===== src/core/tss_pkg.sv =====
// package: constants and types for the trigger step sequencer
package tss_pkg;

  ////////////////////////////////////////////////////////////////////////////
  // widths and sizes
  localparam int STEP_W     = 8;
  localparam int QPTR_W     = 5;
  localparam int QDEPTH     = 32;
  localparam int ADDR_W     = 8;
  localparam int DATA_W     = 16;
  localparam int TRIG_IN_N  = 16;
  localparam int IRQ_N      = 16;
  localparam int TRIG_OUT_N = 32;
  localparam int CHSEL_W    = 5;

  ////////////////////////////////////////////////////////////////////////////
  // register offsets on the plain register port
  localparam logic [ADDR_W-1:0] OFS_CTRL       = 8'h00;
  localparam logic [ADDR_W-1:0] OFS_STATUS     = 8'h01;
  localparam logic [ADDR_W-1:0] OFS_QPTR       = 8'h02;
  localparam logic [ADDR_W-1:0] OFS_ADJUST     = 8'h03;
  localparam logic [ADDR_W-1:0] OFS_HOLD       = 8'h04;
  localparam logic [ADDR_W-1:0] OFS_LIMIT0     = 8'h05;
  localparam logic [ADDR_W-1:0] OFS_LIMIT1     = 8'h06;
  localparam logic [ADDR_W-1:0] OFS_COUNT0     = 8'h07;
  localparam logic [ADDR_W-1:0] OFS_COUNT1     = 8'h08;
  localparam logic [ADDR_W-1:0] OFS_CHSEL      = 8'h09;
  localparam logic [2:0]        OFS_QUEUE_PFX  = 3'h1;

  // field positions
  localparam int CTRL_RUN_BIT   = 0;
  localparam int STAT_BUSY_BIT  = 0;
  localparam int STAT_WAIT_BIT  = 1;
  localparam int STAT_QPTR_LSB  = 8;
  localparam int COPY_SEL_BIT   = 3;

  // values after reset
  localparam logic [DATA_W-1:0]  RST_DATA  = 16'h0000;
  localparam logic [QPTR_W-1:0]  RST_QPTR  = 5'h00;
  localparam logic [CHSEL_W-1:0] RST_CHSEL = 5'h00;

  ////////////////////////////////////////////////////////////////////////////
  // step opcodes, full and three-bit prefixes
  localparam logic [3:0] OP_CONTROL   = 4'h0;
  localparam logic [3:0] OP_ADD_COPY  = 4'h1;
  localparam logic [3:0] OP_WAIT_RISE = 4'h4;
  localparam logic [3:0] OP_WAIT_FALL = 4'h5;
  localparam logic [3:0] OP_RESERVED  = 4'h6;
  localparam logic [3:0] OP_IRQ       = 4'h7;
  localparam logic [2:0] PFX_CHANNEL  = 3'h1;
  localparam logic [2:0] PFX_TRIGGER  = 3'h4;
  localparam logic [2:0] PFX_JUMP     = 3'h5;
  localparam logic [2:0] PFX_LOOP0    = 3'h6;
  localparam logic [2:0] PFX_LOOP1    = 3'h7;

  // control step options and add/copy targets
  localparam logic [3:0] CTL_HALT     = 4'h1;
  localparam logic [2:0] TGT_LIMIT0   = 3'h0;
  localparam logic [2:0] TGT_LIMIT1   = 3'h1;

  ////////////////////////////////////////////////////////////////////////////
  // types
  typedef struct packed {
    logic [3:0] op;
    logic [3:0] arg;
  } tss_step_t;

  typedef enum logic [3:0] {
    ST_IDLE  = 4'b0001,
    ST_FETCH = 4'b0010,
    ST_EXEC  = 4'b0100,
    ST_WAIT  = 4'b1000
  } tss_state_t;

endpackage


===== src/core/tss_step_mem.sv =====
// step queue memory: one write port, one registered read port
`timescale 1ns/1ns
module tss_step_mem #(
  parameter int WIDTH = 8,
  parameter int DEPTH = 32,
  parameter int AW    = 5
) (
  input  wire logic             clk_in,
  input  wire logic             rst_n_in,
  input  wire logic             wr_en_in,
  input  wire logic [AW-1:0]    wr_addr_in,
  input  wire logic [WIDTH-1:0] wr_data_in,
  input  wire logic [AW-1:0]    rd_addr_in,
  output logic      [WIDTH-1:0] rd_data_out
);

  logic [WIDTH-1:0] mem_reg [DEPTH];

  always_ff @(posedge clk_in) begin
    if (wr_en_in) begin
      mem_reg[wr_addr_in] <= wr_data_in;
    end
  end

  always_ff @(posedge clk_in or negedge rst_n_in) begin
    if (!rst_n_in) begin
      rd_data_out <= '0;
    end else begin
      rd_data_out <= mem_reg[rd_addr_in];
    end
  end

endmodule


===== src/core/tss_sequencer.sv =====
// trigger step sequencer: step fetch, decode and execution with register port
`timescale 1ns/1ns
module tss_sequencer (
  input  wire logic                              CLK_IN,
  input  wire logic                              RST_N_IN,
  input  wire logic [tss_pkg::ADDR_W-1:0]        BUS_ADDR_IN,
  input  wire logic [tss_pkg::DATA_W-1:0]        BUS_WDATA_IN,
  input  wire logic                              BUS_WR_IN,
  input  wire logic                              BUS_RD_IN,
  output logic      [tss_pkg::DATA_W-1:0]        BUS_RDATA_OUT,
  input  wire logic [tss_pkg::TRIG_IN_N-1:0]     TRIG_SRC_IN,
  output logic      [tss_pkg::IRQ_N-1:0]         IRQ_OUT,
  output logic      [tss_pkg::TRIG_OUT_N-1:0]    TRIG_OUT,
  output logic      [tss_pkg::CHSEL_W-1:0]       ADC_CHANNEL_SELECT_OUT,
  output logic                                   BUSY_OUT
);

  ////////////////////////////////////////////////////////////////////////////
  // declarations

  tss_pkg::tss_state_t                 state_reg;
  tss_pkg::tss_state_t                 state_next;
  tss_pkg::tss_step_t                  step_entry;
  logic [tss_pkg::STEP_W-1:0]          mem_rd_data;
  logic                                run_reg;
  logic [tss_pkg::QPTR_W-1:0]          queue_pointer_reg;
  logic [tss_pkg::QPTR_W-1:0]          queue_pointer_next;
  logic [tss_pkg::DATA_W-1:0]          adjust_value_reg;
  logic [tss_pkg::DATA_W-1:0]          hold_value_reg;
  logic [tss_pkg::DATA_W-1:0]          loop_limit0_reg;
  logic [tss_pkg::DATA_W-1:0]          loop_limit1_reg;
  logic [tss_pkg::DATA_W-1:0]          loop_counter0_reg;
  logic [tss_pkg::DATA_W-1:0]          loop_counter1_reg;
  logic [tss_pkg::CHSEL_W-1:0]         adc_channel_select_reg;
  logic [tss_pkg::IRQ_N-1:0]           irq_reg;
  logic [tss_pkg::TRIG_OUT_N-1:0]      trig_reg;
  logic [tss_pkg::TRIG_IN_N-1:0]       trig_prev_reg;
  logic [3:0]                          wait_sel_reg;
  logic                                wait_fall_reg;
  logic [tss_pkg::DATA_W-1:0]          rdata_reg;
  logic [tss_pkg::DATA_W-1:0]          rdata_next;
  logic                                exec;
  logic                                wr_ctrl;
  logic                                wr_queue;
  logic                                halt_step;
  logic                                is_wait;
  logic                                edge_seen;
  logic                                loop0_done;
  logic                                loop1_done;
  logic                                tgt_step;
  logic                                tgt_copy;
  logic [tss_pkg::TRIG_IN_N-1:0]       rise_vec;
  logic [tss_pkg::TRIG_IN_N-1:0]       fall_vec;

  ////////////////////////////////////////////////////////////////////////////
  // helper functions

  // five-bit field made of the opcode's low bit and the argument
  function automatic logic [4:0] step_index5(input tss_pkg::tss_step_t s);
    return {s.op[0], s.arg};
  endfunction

  // new target value for an add or copy step
  function automatic logic [tss_pkg::DATA_W-1:0] add_or_copy(
    input logic                        copy,
    input logic [tss_pkg::DATA_W-1:0]  cur,
    input logic [tss_pkg::DATA_W-1:0]  adj,
    input logic [tss_pkg::DATA_W-1:0]  hold
  );
    return copy ? hold : cur + adj;
  endfunction

  ////////////////////////////////////////////////////////////////////////////
  // step queue memory

  tss_step_mem #(
    .WIDTH (tss_pkg::STEP_W),
    .DEPTH (tss_pkg::QDEPTH),
    .AW    (tss_pkg::QPTR_W)
  ) u_step_mem (
    .clk_in      (CLK_IN),
    .rst_n_in    (RST_N_IN),
    .wr_en_in    (wr_queue),
    .wr_addr_in  (BUS_ADDR_IN[tss_pkg::QPTR_W-1:0]),
    .wr_data_in  (BUS_WDATA_IN[tss_pkg::STEP_W-1:0]),
    .rd_addr_in  (queue_pointer_reg),
    .rd_data_out (mem_rd_data)
  );

  ////////////////////////////////////////////////////////////////////////////
  // decode

  assign step_entry = tss_pkg::tss_step_t'(mem_rd_data);
  assign exec       = (state_reg == tss_pkg::ST_EXEC);
  assign wr_ctrl    = BUS_WR_IN && (BUS_ADDR_IN == tss_pkg::OFS_CTRL);
  assign wr_queue   = BUS_WR_IN && (BUS_ADDR_IN[7:5] == tss_pkg::OFS_QUEUE_PFX);

  // control step, only the halt option acts
  assign halt_step  = exec && (step_entry.op == tss_pkg::OP_CONTROL)
                      && (step_entry.arg == tss_pkg::CTL_HALT);

  assign is_wait    = (step_entry.op == tss_pkg::OP_WAIT_RISE)
                      || (step_entry.op == tss_pkg::OP_WAIT_FALL);

  assign loop0_done = (loop_counter0_reg == loop_limit0_reg);
  assign loop1_done = (loop_counter1_reg == loop_limit1_reg);

  assign tgt_step   = exec && (step_entry.op == tss_pkg::OP_ADD_COPY);
  assign tgt_copy   = step_entry.arg[tss_pkg::COPY_SEL_BIT];

  // input edges against the previous sample
  assign rise_vec   = TRIG_SRC_IN & ~trig_prev_reg;
  assign fall_vec   = ~TRIG_SRC_IN & trig_prev_reg;
  assign edge_seen  = wait_fall_reg ? fall_vec[wait_sel_reg]
                                    : rise_vec[wait_sel_reg];

  ////////////////////////////////////////////////////////////////////////////
  // sequencing state and next queue pointer

  always_comb begin
    state_next         = state_reg;
    queue_pointer_next = queue_pointer_reg;
    unique case (state_reg)
      tss_pkg::ST_IDLE: begin
        if (run_reg) begin
          state_next = tss_pkg::ST_FETCH;
        end
      end
      tss_pkg::ST_FETCH: begin
        state_next = run_reg ? tss_pkg::ST_EXEC : tss_pkg::ST_IDLE;
      end
      tss_pkg::ST_EXEC: begin
        queue_pointer_next = queue_pointer_reg + 5'h01;
        if (step_entry.op[3:1] == tss_pkg::PFX_JUMP) begin
          queue_pointer_next = step_index5(step_entry);
        end else if (step_entry.op[3:1] == tss_pkg::PFX_LOOP0 && !loop0_done) begin
          queue_pointer_next = step_index5(step_entry);
        end else if (step_entry.op[3:1] == tss_pkg::PFX_LOOP1 && !loop1_done) begin
          queue_pointer_next = step_index5(step_entry);
        end else if (is_wait) begin
          queue_pointer_next = queue_pointer_reg;
        end
        if (is_wait && run_reg) begin
          state_next = tss_pkg::ST_WAIT;
        end else if (run_reg && !halt_step) begin
          state_next = tss_pkg::ST_FETCH;
        end else begin
          state_next = tss_pkg::ST_IDLE;
        end
      end
      tss_pkg::ST_WAIT: begin
        if (!run_reg) begin
          state_next = tss_pkg::ST_IDLE;
        end else if (edge_seen) begin
          state_next         = tss_pkg::ST_FETCH;
          queue_pointer_next = queue_pointer_reg + 5'h01;
        end
      end
      default: begin
        state_next = tss_pkg::ST_IDLE;
      end
    endcase
  end

  always_ff @(posedge CLK_IN or negedge RST_N_IN) begin
    if (!RST_N_IN) begin
      state_reg <= tss_pkg::ST_IDLE;
    end else begin
      state_reg <= state_next;
    end
  end

  // software may move the pointer only while idle
  always_ff @(posedge CLK_IN or negedge RST_N_IN) begin
    if (!RST_N_IN) begin
      queue_pointer_reg <= tss_pkg::RST_QPTR;
    end else if (state_reg == tss_pkg::ST_IDLE) begin
      if (BUS_WR_IN && BUS_ADDR_IN == tss_pkg::OFS_QPTR) begin
        queue_pointer_reg <= BUS_WDATA_IN[tss_pkg::QPTR_W-1:0];
      end
    end else begin
      queue_pointer_reg <= queue_pointer_next;
    end
  end

  ////////////////////////////////////////////////////////////////////////////
  // run control: a software write wins over a halt step

  always_ff @(posedge CLK_IN or negedge RST_N_IN) begin
    if (!RST_N_IN) begin
      run_reg <= 1'b0;
    end else if (wr_ctrl) begin
      run_reg <= BUS_WDATA_IN[tss_pkg::CTRL_RUN_BIT];
    end else if (halt_step) begin
      run_reg <= 1'b0;
    end
  end

  ////////////////////////////////////////////////////////////////////////////
  // wait selection and input history

  always_ff @(posedge CLK_IN or negedge RST_N_IN) begin
    if (!RST_N_IN) begin
      wait_sel_reg  <= 4'h0;
      wait_fall_reg <= 1'b0;
    end else if (exec && is_wait) begin
      wait_sel_reg  <= step_entry.arg;
      wait_fall_reg <= (step_entry.op == tss_pkg::OP_WAIT_FALL);
    end
  end

  always_ff @(posedge CLK_IN or negedge RST_N_IN) begin
    if (!RST_N_IN) begin
      trig_prev_reg <= '0;
    end else begin
      trig_prev_reg <= TRIG_SRC_IN;
    end
  end

  ////////////////////////////////////////////////////////////////////////////
  // plain value registers

  always_ff @(posedge CLK_IN or negedge RST_N_IN) begin
    if (!RST_N_IN) begin
      adjust_value_reg <= tss_pkg::RST_DATA;
      hold_value_reg   <= tss_pkg::RST_DATA;
    end else if (BUS_WR_IN) begin
      if (BUS_ADDR_IN == tss_pkg::OFS_ADJUST) begin
        adjust_value_reg <= BUS_WDATA_IN;
      end
      if (BUS_ADDR_IN == tss_pkg::OFS_HOLD) begin
        hold_value_reg <= BUS_WDATA_IN;
      end
    end
  end

  // loop limits: add/copy targets, other targets are no-ops
  always_ff @(posedge CLK_IN or negedge RST_N_IN) begin
    if (!RST_N_IN) begin
      loop_limit0_reg <= tss_pkg::RST_DATA;
    end else if (BUS_WR_IN && BUS_ADDR_IN == tss_pkg::OFS_LIMIT0) begin
      loop_limit0_reg <= BUS_WDATA_IN;
    end else if (tgt_step && step_entry.arg[2:0] == tss_pkg::TGT_LIMIT0) begin
      loop_limit0_reg <= add_or_copy(tgt_copy, loop_limit0_reg,
                                     adjust_value_reg, hold_value_reg);
    end
  end

  always_ff @(posedge CLK_IN or negedge RST_N_IN) begin
    if (!RST_N_IN) begin
      loop_limit1_reg <= tss_pkg::RST_DATA;
    end else if (BUS_WR_IN && BUS_ADDR_IN == tss_pkg::OFS_LIMIT1) begin
      loop_limit1_reg <= BUS_WDATA_IN;
    end else if (tgt_step && step_entry.arg[2:0] == tss_pkg::TGT_LIMIT1) begin
      loop_limit1_reg <= add_or_copy(tgt_copy, loop_limit1_reg,
                                     adjust_value_reg, hold_value_reg);
    end
  end

  ////////////////////////////////////////////////////////////////////////////
  // loop counters

  always_ff @(posedge CLK_IN or negedge RST_N_IN) begin
    if (!RST_N_IN) begin
      loop_counter0_reg <= tss_pkg::RST_DATA;
    end else if (exec && step_entry.op[3:1] == tss_pkg::PFX_LOOP0) begin
      if (loop0_done) begin
        loop_counter0_reg <= tss_pkg::RST_DATA;
      end else begin
        loop_counter0_reg <= loop_counter0_reg + 16'h0001;
      end
    end else if (BUS_WR_IN && BUS_ADDR_IN == tss_pkg::OFS_COUNT0) begin
      loop_counter0_reg <= BUS_WDATA_IN;
    end
  end

  always_ff @(posedge CLK_IN or negedge RST_N_IN) begin
    if (!RST_N_IN) begin
      loop_counter1_reg <= tss_pkg::RST_DATA;
    end else if (exec && step_entry.op[3:1] == tss_pkg::PFX_LOOP1) begin
      if (loop1_done) begin
        loop_counter1_reg <= tss_pkg::RST_DATA;
      end else begin
        loop_counter1_reg <= loop_counter1_reg + 16'h0001;
      end
    end else if (BUS_WR_IN && BUS_ADDR_IN == tss_pkg::OFS_COUNT1) begin
      loop_counter1_reg <= BUS_WDATA_IN;
    end
  end

  ////////////////////////////////////////////////////////////////////////////
  // outputs toward the peripherals

  always_ff @(posedge CLK_IN or negedge RST_N_IN) begin
    if (!RST_N_IN) begin
      adc_channel_select_reg <= tss_pkg::RST_CHSEL;
    end else if (exec && step_entry.op[3:1] == tss_pkg::PFX_CHANNEL) begin
      adc_channel_select_reg <= step_index5(step_entry);
    end
  end

  // one-cycle request pulses
  always_ff @(posedge CLK_IN or negedge RST_N_IN) begin
    if (!RST_N_IN) begin
      irq_reg <= '0;
    end else begin
      irq_reg <= '0;
      if (exec && step_entry.op == tss_pkg::OP_IRQ) begin
        irq_reg[step_entry.arg] <= 1'b1;
      end
    end
  end

  always_ff @(posedge CLK_IN or negedge RST_N_IN) begin
    if (!RST_N_IN) begin
      trig_reg <= '0;
    end else begin
      trig_reg <= '0;
      if (exec && step_entry.op[3:1] == tss_pkg::PFX_TRIGGER) begin
        trig_reg[step_index5(step_entry)] <= 1'b1;
      end
    end
  end

  ////////////////////////////////////////////////////////////////////////////
  // register read port: data only in the cycle after the strobe

  always_comb begin
    rdata_next = '0;
    if (BUS_RD_IN) begin
      unique case (BUS_ADDR_IN)
        tss_pkg::OFS_CTRL: begin
          rdata_next[tss_pkg::CTRL_RUN_BIT] = run_reg;
        end
        tss_pkg::OFS_STATUS: begin
          rdata_next[tss_pkg::STAT_BUSY_BIT] = (state_reg != tss_pkg::ST_IDLE);
          rdata_next[tss_pkg::STAT_WAIT_BIT] = (state_reg == tss_pkg::ST_WAIT);
          rdata_next[tss_pkg::STAT_QPTR_LSB +: tss_pkg::QPTR_W] = queue_pointer_reg;
        end
        tss_pkg::OFS_QPTR:   rdata_next[tss_pkg::QPTR_W-1:0] = queue_pointer_reg;
        tss_pkg::OFS_ADJUST: rdata_next = adjust_value_reg;
        tss_pkg::OFS_HOLD:   rdata_next = hold_value_reg;
        tss_pkg::OFS_LIMIT0: rdata_next = loop_limit0_reg;
        tss_pkg::OFS_LIMIT1: rdata_next = loop_limit1_reg;
        tss_pkg::OFS_COUNT0: rdata_next = loop_counter0_reg;
        tss_pkg::OFS_COUNT1: rdata_next = loop_counter1_reg;
        tss_pkg::OFS_CHSEL:  rdata_next[tss_pkg::CHSEL_W-1:0] = adc_channel_select_reg;
        default:             rdata_next = '0;
      endcase
    end
  end

  always_ff @(posedge CLK_IN or negedge RST_N_IN) begin
    if (!RST_N_IN) begin
      rdata_reg <= '0;
    end else begin
      rdata_reg <= rdata_next;
    end
  end

  assign BUS_RDATA_OUT          = rdata_reg;
  assign IRQ_OUT                = irq_reg;
  assign TRIG_OUT               = trig_reg;
  assign ADC_CHANNEL_SELECT_OUT = adc_channel_select_reg;
  assign BUSY_OUT               = (state_reg != tss_pkg::ST_IDLE);

endmodule


===== config.mk =====
export PLATFORM = sky130hd
export DESIGN_NAME = tss_sequencer
export DESIGN_NICKNAME = d
export VERILOG_FILES = /design/src/core/tss_pkg.sv /design/src/core/tss_step_mem.sv /design/src/core/tss_sequencer.sv
export SDC_FILE = /design/constraint.sdc
export NUM_CORES = 1
export LEC_CHECK = 0
export BUFFER_PORTS_ARGS = -buffer_cell sky130_fd_sc_hd__buf_2
export CAP_MARGIN = 25
export CORE_MARGIN = 3
export CORE_UTILIZATION = 40
export DETAILED_ROUTE_END_ITERATION = 8
export GPL_TIMING_DRIVEN = 0
export MAX_ROUTING_LAYER = met4
export PLACE_DENSITY = 0.58
export SLEW_MARGIN = 0
export SYNTH_ARGS = -nofsm -noshare
export SYNTH_HDL_FRONTEND = slang
export SYNTH_HIERARCHICAL = 1
export SYNTH_SLANG_ARGS = --single-unit

===== constraint.sdc =====
create_clock -name CLK_IN -period 3.41 [get_ports CLK_IN]
set_clock_uncertainty 0.1 [all_clocks]
set_input_delay 0.682 -clock CLK_IN [delete_from_list [all_inputs] [get_ports CLK_IN]]
set_output_delay 0.682 -clock CLK_IN [all_outputs]
set_load 0.02 [all_outputs]

=== Yosys cells after proc, flatten, opt, wreduce, memory -nomap -nowiden ===
Memory sizes are Yosys's and may differ from the RTL's. A register that Yosys moved wholly into a read port is not among the register bits.
Cells that the tools add are included.

* Register bits after elaboration: 196
* Latch bits: 0
* Bits in writable memories: 256
* Bits in read-only memories: 0
* Bits of input ports: 44
* Output and inout port bits: 70
* Logic and storage cells: 157
* Memories: 1

{| class="wikitable"
|+ Memory list
! name !! depth !! bits a word !! rd ports !! clocked after Yosys merged registers in !! write ports !! line !! RTL
|-
| u_step_mem.mem_reg || 32 || 8 || 1 || 1 || 1 || tss_step_mem.sv:17 || <nowiki>logic [WIDTH-1:0] mem_reg [DEPTH];</nowiki>
|}

* $add $sub $neg: 5
* $mul: 0
* Divide/modulo/power cells: 0
* Order comparisons: 5
* Eq/ne operators: 34
* Shifts and indexed selects: 0
* Muxes and demuxes: 50
* Bitwise logic cells: 4
* Reductions and logical operators: 42

{| class="wikitable"
|+ Operator list
! operator !! count
|-
| 2-to-1 mux 16 bit || 14
|-
| 2-to-1 mux 5 bit || 8
|-
| one-hot mux 3 bit (6 select lines) || 2
|-
| one-hot mux 5 bit (7 select lines) || 1
|-
| adder 16 x 1 -> 16 bit, second input constant || 2
|-
| adder 16 bit || 2
|-
| AND 16 bit || 2
|-
| equality test 16 bit || 2
|-
| equality test 8 x 3 -> 1 bit, second input constant || 4
|-
| 2-to-1 mux 32 bit || 1
|-
| NOT 16 bit || 2
|-
| logical AND 1 bit || 24
|-
| one-hot mux 3 bit (8 select lines) || 1
|-
| equality test 4 x 3 -> 1 bit, second input constant || 4
|-
| equality test 8 x 2 -> 1 bit, second input constant || 2
|-
| equality test 8 x 4 -> 1 bit, second input constant || 2
|-
| 2-to-1 mux 4 bit || 4
|-
| one-hot mux 4 bit (4 select lines) || 1
|-
| equality test 3 bit, second input constant || 4
|-
| equality test 4 x 1 -> 1 bit, second input constant || 3
|-
| < comparator 4 x 5 -> 1 bit, second input constant || 2
|-
| one-hot mux 1 bit (10 select lines) || 1
|-
| one-hot mux 5 bit (2 select lines) || 1
|-
| nonzero test 2 bit || 5
|-
| other kinds (28) || 46
|}

=== Longest topological paths before layout ===
* Word-level depth: 9
* Gate-level depth with buffers: 10
* Gate-level depth less buffers: 10

=== By module ===
Netlist, hierarchy kept.

{| class="wikitable"
|+ By module, submodules not included
! module !! instances !! cells each !! area each (um2) !! sequential area each (um2)
|-
| tss_sequencer || 1 || 1164 || 11260.8 || 4906.0
|-
| tss_step_mem || 1 || 417 || 10093.4 || 7887.6
|}

=== Worst setup path after synthesis ===
OpenSTA, ideal clock, no wires.

* Path type: input to register
* Start point: input BUS_WR_IN
* End point: memory u_step_mem.mem_reg[0][0], enable pin
* Library setup time: 0.370 ns
* Data arrival time: 2.367 ns
* Data required time: 2.940 ns
* Path slack: 0.573 ns
* Cell stages on the path: 6
* Path buffers: 2
* Path through: buf_1 > nand2_1 > nor3_1 > or3b_2 > clkbuf_1 > nor2_1

* Longest elaborated chain between the ends: 3

{| class="wikitable"
|+ Ends and longest elaborated chain
! what !! line !! RTL
|-
| start: declaration || tss_sequencer.sv:8 || <nowiki>input wire logic BUS_WR_IN,</nowiki>
|-
| logical AND 1 bit || tss_sequencer.sv:96 || <nowiki>assign wr_queue = BUS_WR_IN && (BUS_ADDR_IN[7:5] == tss_pkg::OFS_QUEUE_PFX);</nowiki>
|-
| net wr_queue || tss_sequencer.sv:44 || <nowiki>logic wr_queue;</nowiki>
|-
| 2-to-1 mux 1 bit || tss_step_mem.sv:20 || <nowiki>if (wr_en_in) begin</nowiki>
|-
| 2-to-1 mux 1 bit (not written as such) || tss_step_mem.sv:21 || <nowiki>mem_reg[wr_addr_in] <= wr_data_in;</nowiki>
|-
| end: declaration || tss_step_mem.sv:17 ||
|}

The timed path passes the listed nets, and every way through them passes these cells.

=== Worst setup path after layout ===
* Start point: input BUS_ADDR_IN[4] (netlist bit)
* End point: register rdata_reg (netlist bit BUS_RDATA_OUT[5])

* Longest elaborated chain between the ends: 3
* Elaborated cells on any way between the ends: 8
* Those cells by class: eq/ne: 6; mux: 2

{| class="wikitable"
|+ Ends and longest elaborated chain
! what !! line !! RTL
|-
| start: declaration || tss_sequencer.sv:6 || <nowiki>input wire logic [tss_pkg::ADDR_W-1:0] BUS_ADDR_IN,</nowiki>
|-
| equality test 8 x 4 -> 1 bit, or another cell as far along || tss_sequencer.sv:331 || <nowiki>unique case (BUS_ADDR_IN)</nowiki>
|-
| one-hot mux 3 bit (6 select lines) * || tss_sequencer.sv:331 ||
|-
| 2-to-1 mux 16 bit * || tss_sequencer.sv:330 || <nowiki>if (BUS_RD_IN) begin</nowiki>
|-
| net rdata_next (one bit) || tss_sequencer.sv:41 || <nowiki>logic [tss_pkg::DATA_W-1:0] rdata_next;</nowiki>
|-
| end signal: assignment || tss_sequencer.sv:357 || <nowiki>rdata_reg <= rdata_next;</nowiki>
|-
| end: declaration || tss_sequencer.sv:40 || <nowiki>logic [tss_pkg::DATA_W-1:0] rdata_reg;</nowiki>
|}

The timed path passes the listed nets; every way through them passes the cells marked *.
A chain may end at the register's enable or synchronous reset.

==> metrics.md <==
| Metric | Value |
|---|---|
| Status | `complete, no violations` |
| Synth Area per Inst | `roughly 14 um2` |
| Fraction of layout cells with a size suffix above 1 | `between 20% and 30%` |
| Final setup TNS | `0 ns` |
| Pins Over Slew Limit | `0` |
| Fin. Hold Viols | `0` |
| Yosys warns | `6` |
| Clock Sinks | `460` |
| Crit share post-route | `slightly below 100%` |
| Net count, final | `about 1800` |
| DRT Wirelength | `roughly 60 mm` |
| DR pass1 iterations | `7` |
| Bufs on Longest Clock Path | `3` |
| Worst setup SP type | `primary input` |
| Vias per cell | `slightly below 6` |
| Core area | `around 53000 um2` |
| Max Clock Freq | `299.6 MHz` |
| Clk_lat worst skew | `~0.61 ns` |
| Async set or reset register ratio after synthesis | `44.35%` |
| Largest net degree at the start of global routing | `between 100 and 150` |
| CP endpoint kind | `flop` |
| CTS clk-pin slew, worst paths | `0.06 ns` |
| Drt drc | `0` |
| Required @ worst endpoint | `3.78 ns` |
| Antenna violations before repair | `1` |
| FF+latch count, synth | `460` |
| Largest cells by area after synthesis | `edfxtp_1, dfrtp_1, mux4_2, nor2_1, mux2_2` |
| Die footprint | `around 56000 um2` |
| CP Class | `primary input to flop` |
| Clock Tree Root | `clkbuf_16` |
| Dpl cell area | `~23000 um2` |
| Worst IR Drop VDD | `~490 uV` |
| Overflow after GRT | `0` |
| Die W | `between 200 and 250 um` |
| TritonCTS Buffers | `51` |
| Max reg flops | `about 260` |
| Hold Path Class | `primary input to flop` |
| Initial Util | `between 40% and 50%` |
| Yosys cell types | `86` |
| Final instance area | `24480 um2` |
| Largest area contributor in the netlist | `edfxtp_1` |
| Rows | `between 80 and 90` |
| Syn Nets | `~1700` |
| Power Total | `15540 uW` |
| Synthesized area | `21350 um2` |
| CTS tree | `built` |
| GRT Overall Usage | `between 20 and 25%` |
| Setup Viol. Count Final | `0` |
| DR iter-0 viols | `1402` |
| Area growth syn-to-layout | `14.62%` |
| Leakage | `slightly above 0.009 uW` |
| Die Ht | `237.1 um` |
| Commonest non-fill, non-tap cells in the layout | `edfxtp_1, dfrtp_1, nor2_1` |
| GP Congestion | `a little over 0.9` |
| Routed len/inst | `24.27 um` |
| Setup bufs post-CTS | `0` |
| H-tree Lvls | `2` |
| Via count | `14430` |
| RSZ-0062 raised after global routing | `no` |
| Final HPWL DP | `roughly 43 mm` |
| Crit path max fanout | `10` |
| Worst-margin pin slew | `about 1.2 ns` |
| Slew HR | `around 22%` |
| IO Pins | `114` |
| Synth Flop Type | `edfxtp_1` |
| Port bufs | `113` |
| Area share of the largest cell type after synthesis | `36.00%` |
| Vias in the first global route | `14520` |
| First-pass GRT wire length | `a little over 90 mm` |
| Most common cell after layout, fill and taps aside | `edfxtp_1` |
| Final ANT Viol Nets | `0` |
| Crit path arrival time | `3.70 ns` |
| Max_cap viols | `0` |
| Crit path time final | `3.338 ns` |
| Post-synth EDFFs | `around 260` |
| PwrDens | `between 600 and 700 nW/um2` |
| Sequential element share of the synthesized area | `roughly 60%` |
| Post-synthesis instance total | `between 1500 and 2000` |
worst max-delay path, stage by stage:
cell and delay, ns:
buf_2 0.18, nor4_2 0.99, nand3_1 0.35, nor3_4 0.45, clkbuf_1 0.50, a22oi_1 0.18, a31oi_1 0.36
per-layer routing:
layer | track usage (%) | vias to the layer above | routed length (um)
met5 | - | - | 0
met4 | 6.725 | 0 | 1632
met3 | 3.424 | 99 | 3967
met2 | 33.63 | 515 | 27840
met1 | 30.59 | 7381 | 26660
li1 | - | 6438 | -
layout make-up:
cell class | count | area [um2]
Antenna cell | 2 | 5.005
Buffer | 73 | 349.1
Clock buffer | 67 | 1378
Clock inverter | 24 | 269.0
Fill cell | 4657 | 28180
Inverter | 30 | 112.6
Multi-Input combinational cell | 1017 | 8097
Sequential cell | 460 | 12790
Tap cell | 688 | 860.8
Timing Repair Buffer | 115 | 613.1
synth_stat cells (all sizes together) (11+ instances only):
library cell	count
clkbuf	40
or3	12
o211ai	16
inv	30
o21ai	97
nor3b	20
nor4	14
a31oi	19
a211oi	11
buf	34
nor2	137
nand2	112
edfxtp	256
nand3	24
nor3	36
mux2i	18
a221o	16
ha	33
and3	24
dfrtp	203
a21oi	49
mux4	81
nand2b	12
a22oi	44
mux2	52
xnor2	13
xor2	46
nor2b	15
cell families (layout without fill, tap and decap cells):
logic type      count (synthesis)  in the layout  share of synthesized area (%)
flops                         460            460                          59.91
simple gates                  447            447                          10.92
compound gates                325            325                          10.15
mux                           151            151                          12.30
buf+inv                       104            309                          2.174
xor+xnor                       59             59                          2.420
fa+ha+maj                      35             35                          2.121
other cells                     0              2                              0
where the power goes:
group	switching, uW	internal [uW]	leakage [uW]
Sequential	337	6060	0.00490
Clock	2290	3160	0.000807
Combinational	2090	1600	0.00365
metrics by stage:
stage | util, % | setup WS, ns | hold WS (ns) | instances
2_1_floorplan | - | 0.5727 | 0.2864 | 1581
3_3_place_gp | 43.26 | -1.926 | 0.4119 | 2382
3_5_place_dp | 43.33 | -0.6944 | 0.4218 | 2383
4_1_cts | 46.48 | 0.1193 | 0.05505 | 2474
5_1_grt | 46.48 | 0.03872 | 0.06867 | 2475
6_report | 46.49 | 0.07241 | 0.09790 | 2476
final timing paths:
kind / startpoint / end / slack, ns / cells past startpoint
worst max-delay path: BUS_ADDR_IN[4] / BUS_RDATA_OUT[5]$_DFF_PN0_ / 0.07 / 7
worst min-delay path: TRIG_SRC_IN[9] / trig_prev_reg[9]$_DFF_PN0_ / 0.1 / 1
max in group asynchronous: RST_N_IN / TRIG_OUT[3]$_DFF_PN0_ / 1.59 / 3
min in group asynchronous: RST_N_IN / loop_counter1_reg[15]$_DFFE_PN0P_ / 0.57 / 2
worst min register to register: hold_value_reg[4]$_DFFE_PN0P_ / hold_value_reg[4]$_DFFE_PN0P_ / 0.44 / 1
worst max register to register: queue_pointer_reg[2]$_DFFE_PN0P_ / u_step_mem/rd_data_out[7]$_DFF_PN0_ / 0.12 / 5
what timing repair did:
| action | CTS | global route |
|---|---|---|
| endpoints found under the hold margin | 77 | 0 |
| endpoints found under the setup margin | 27 | 0 |
| hold buffers | 1 | 0 |
| resized for setup | 1 | 0 |
(Power assumes the default switching activity.)
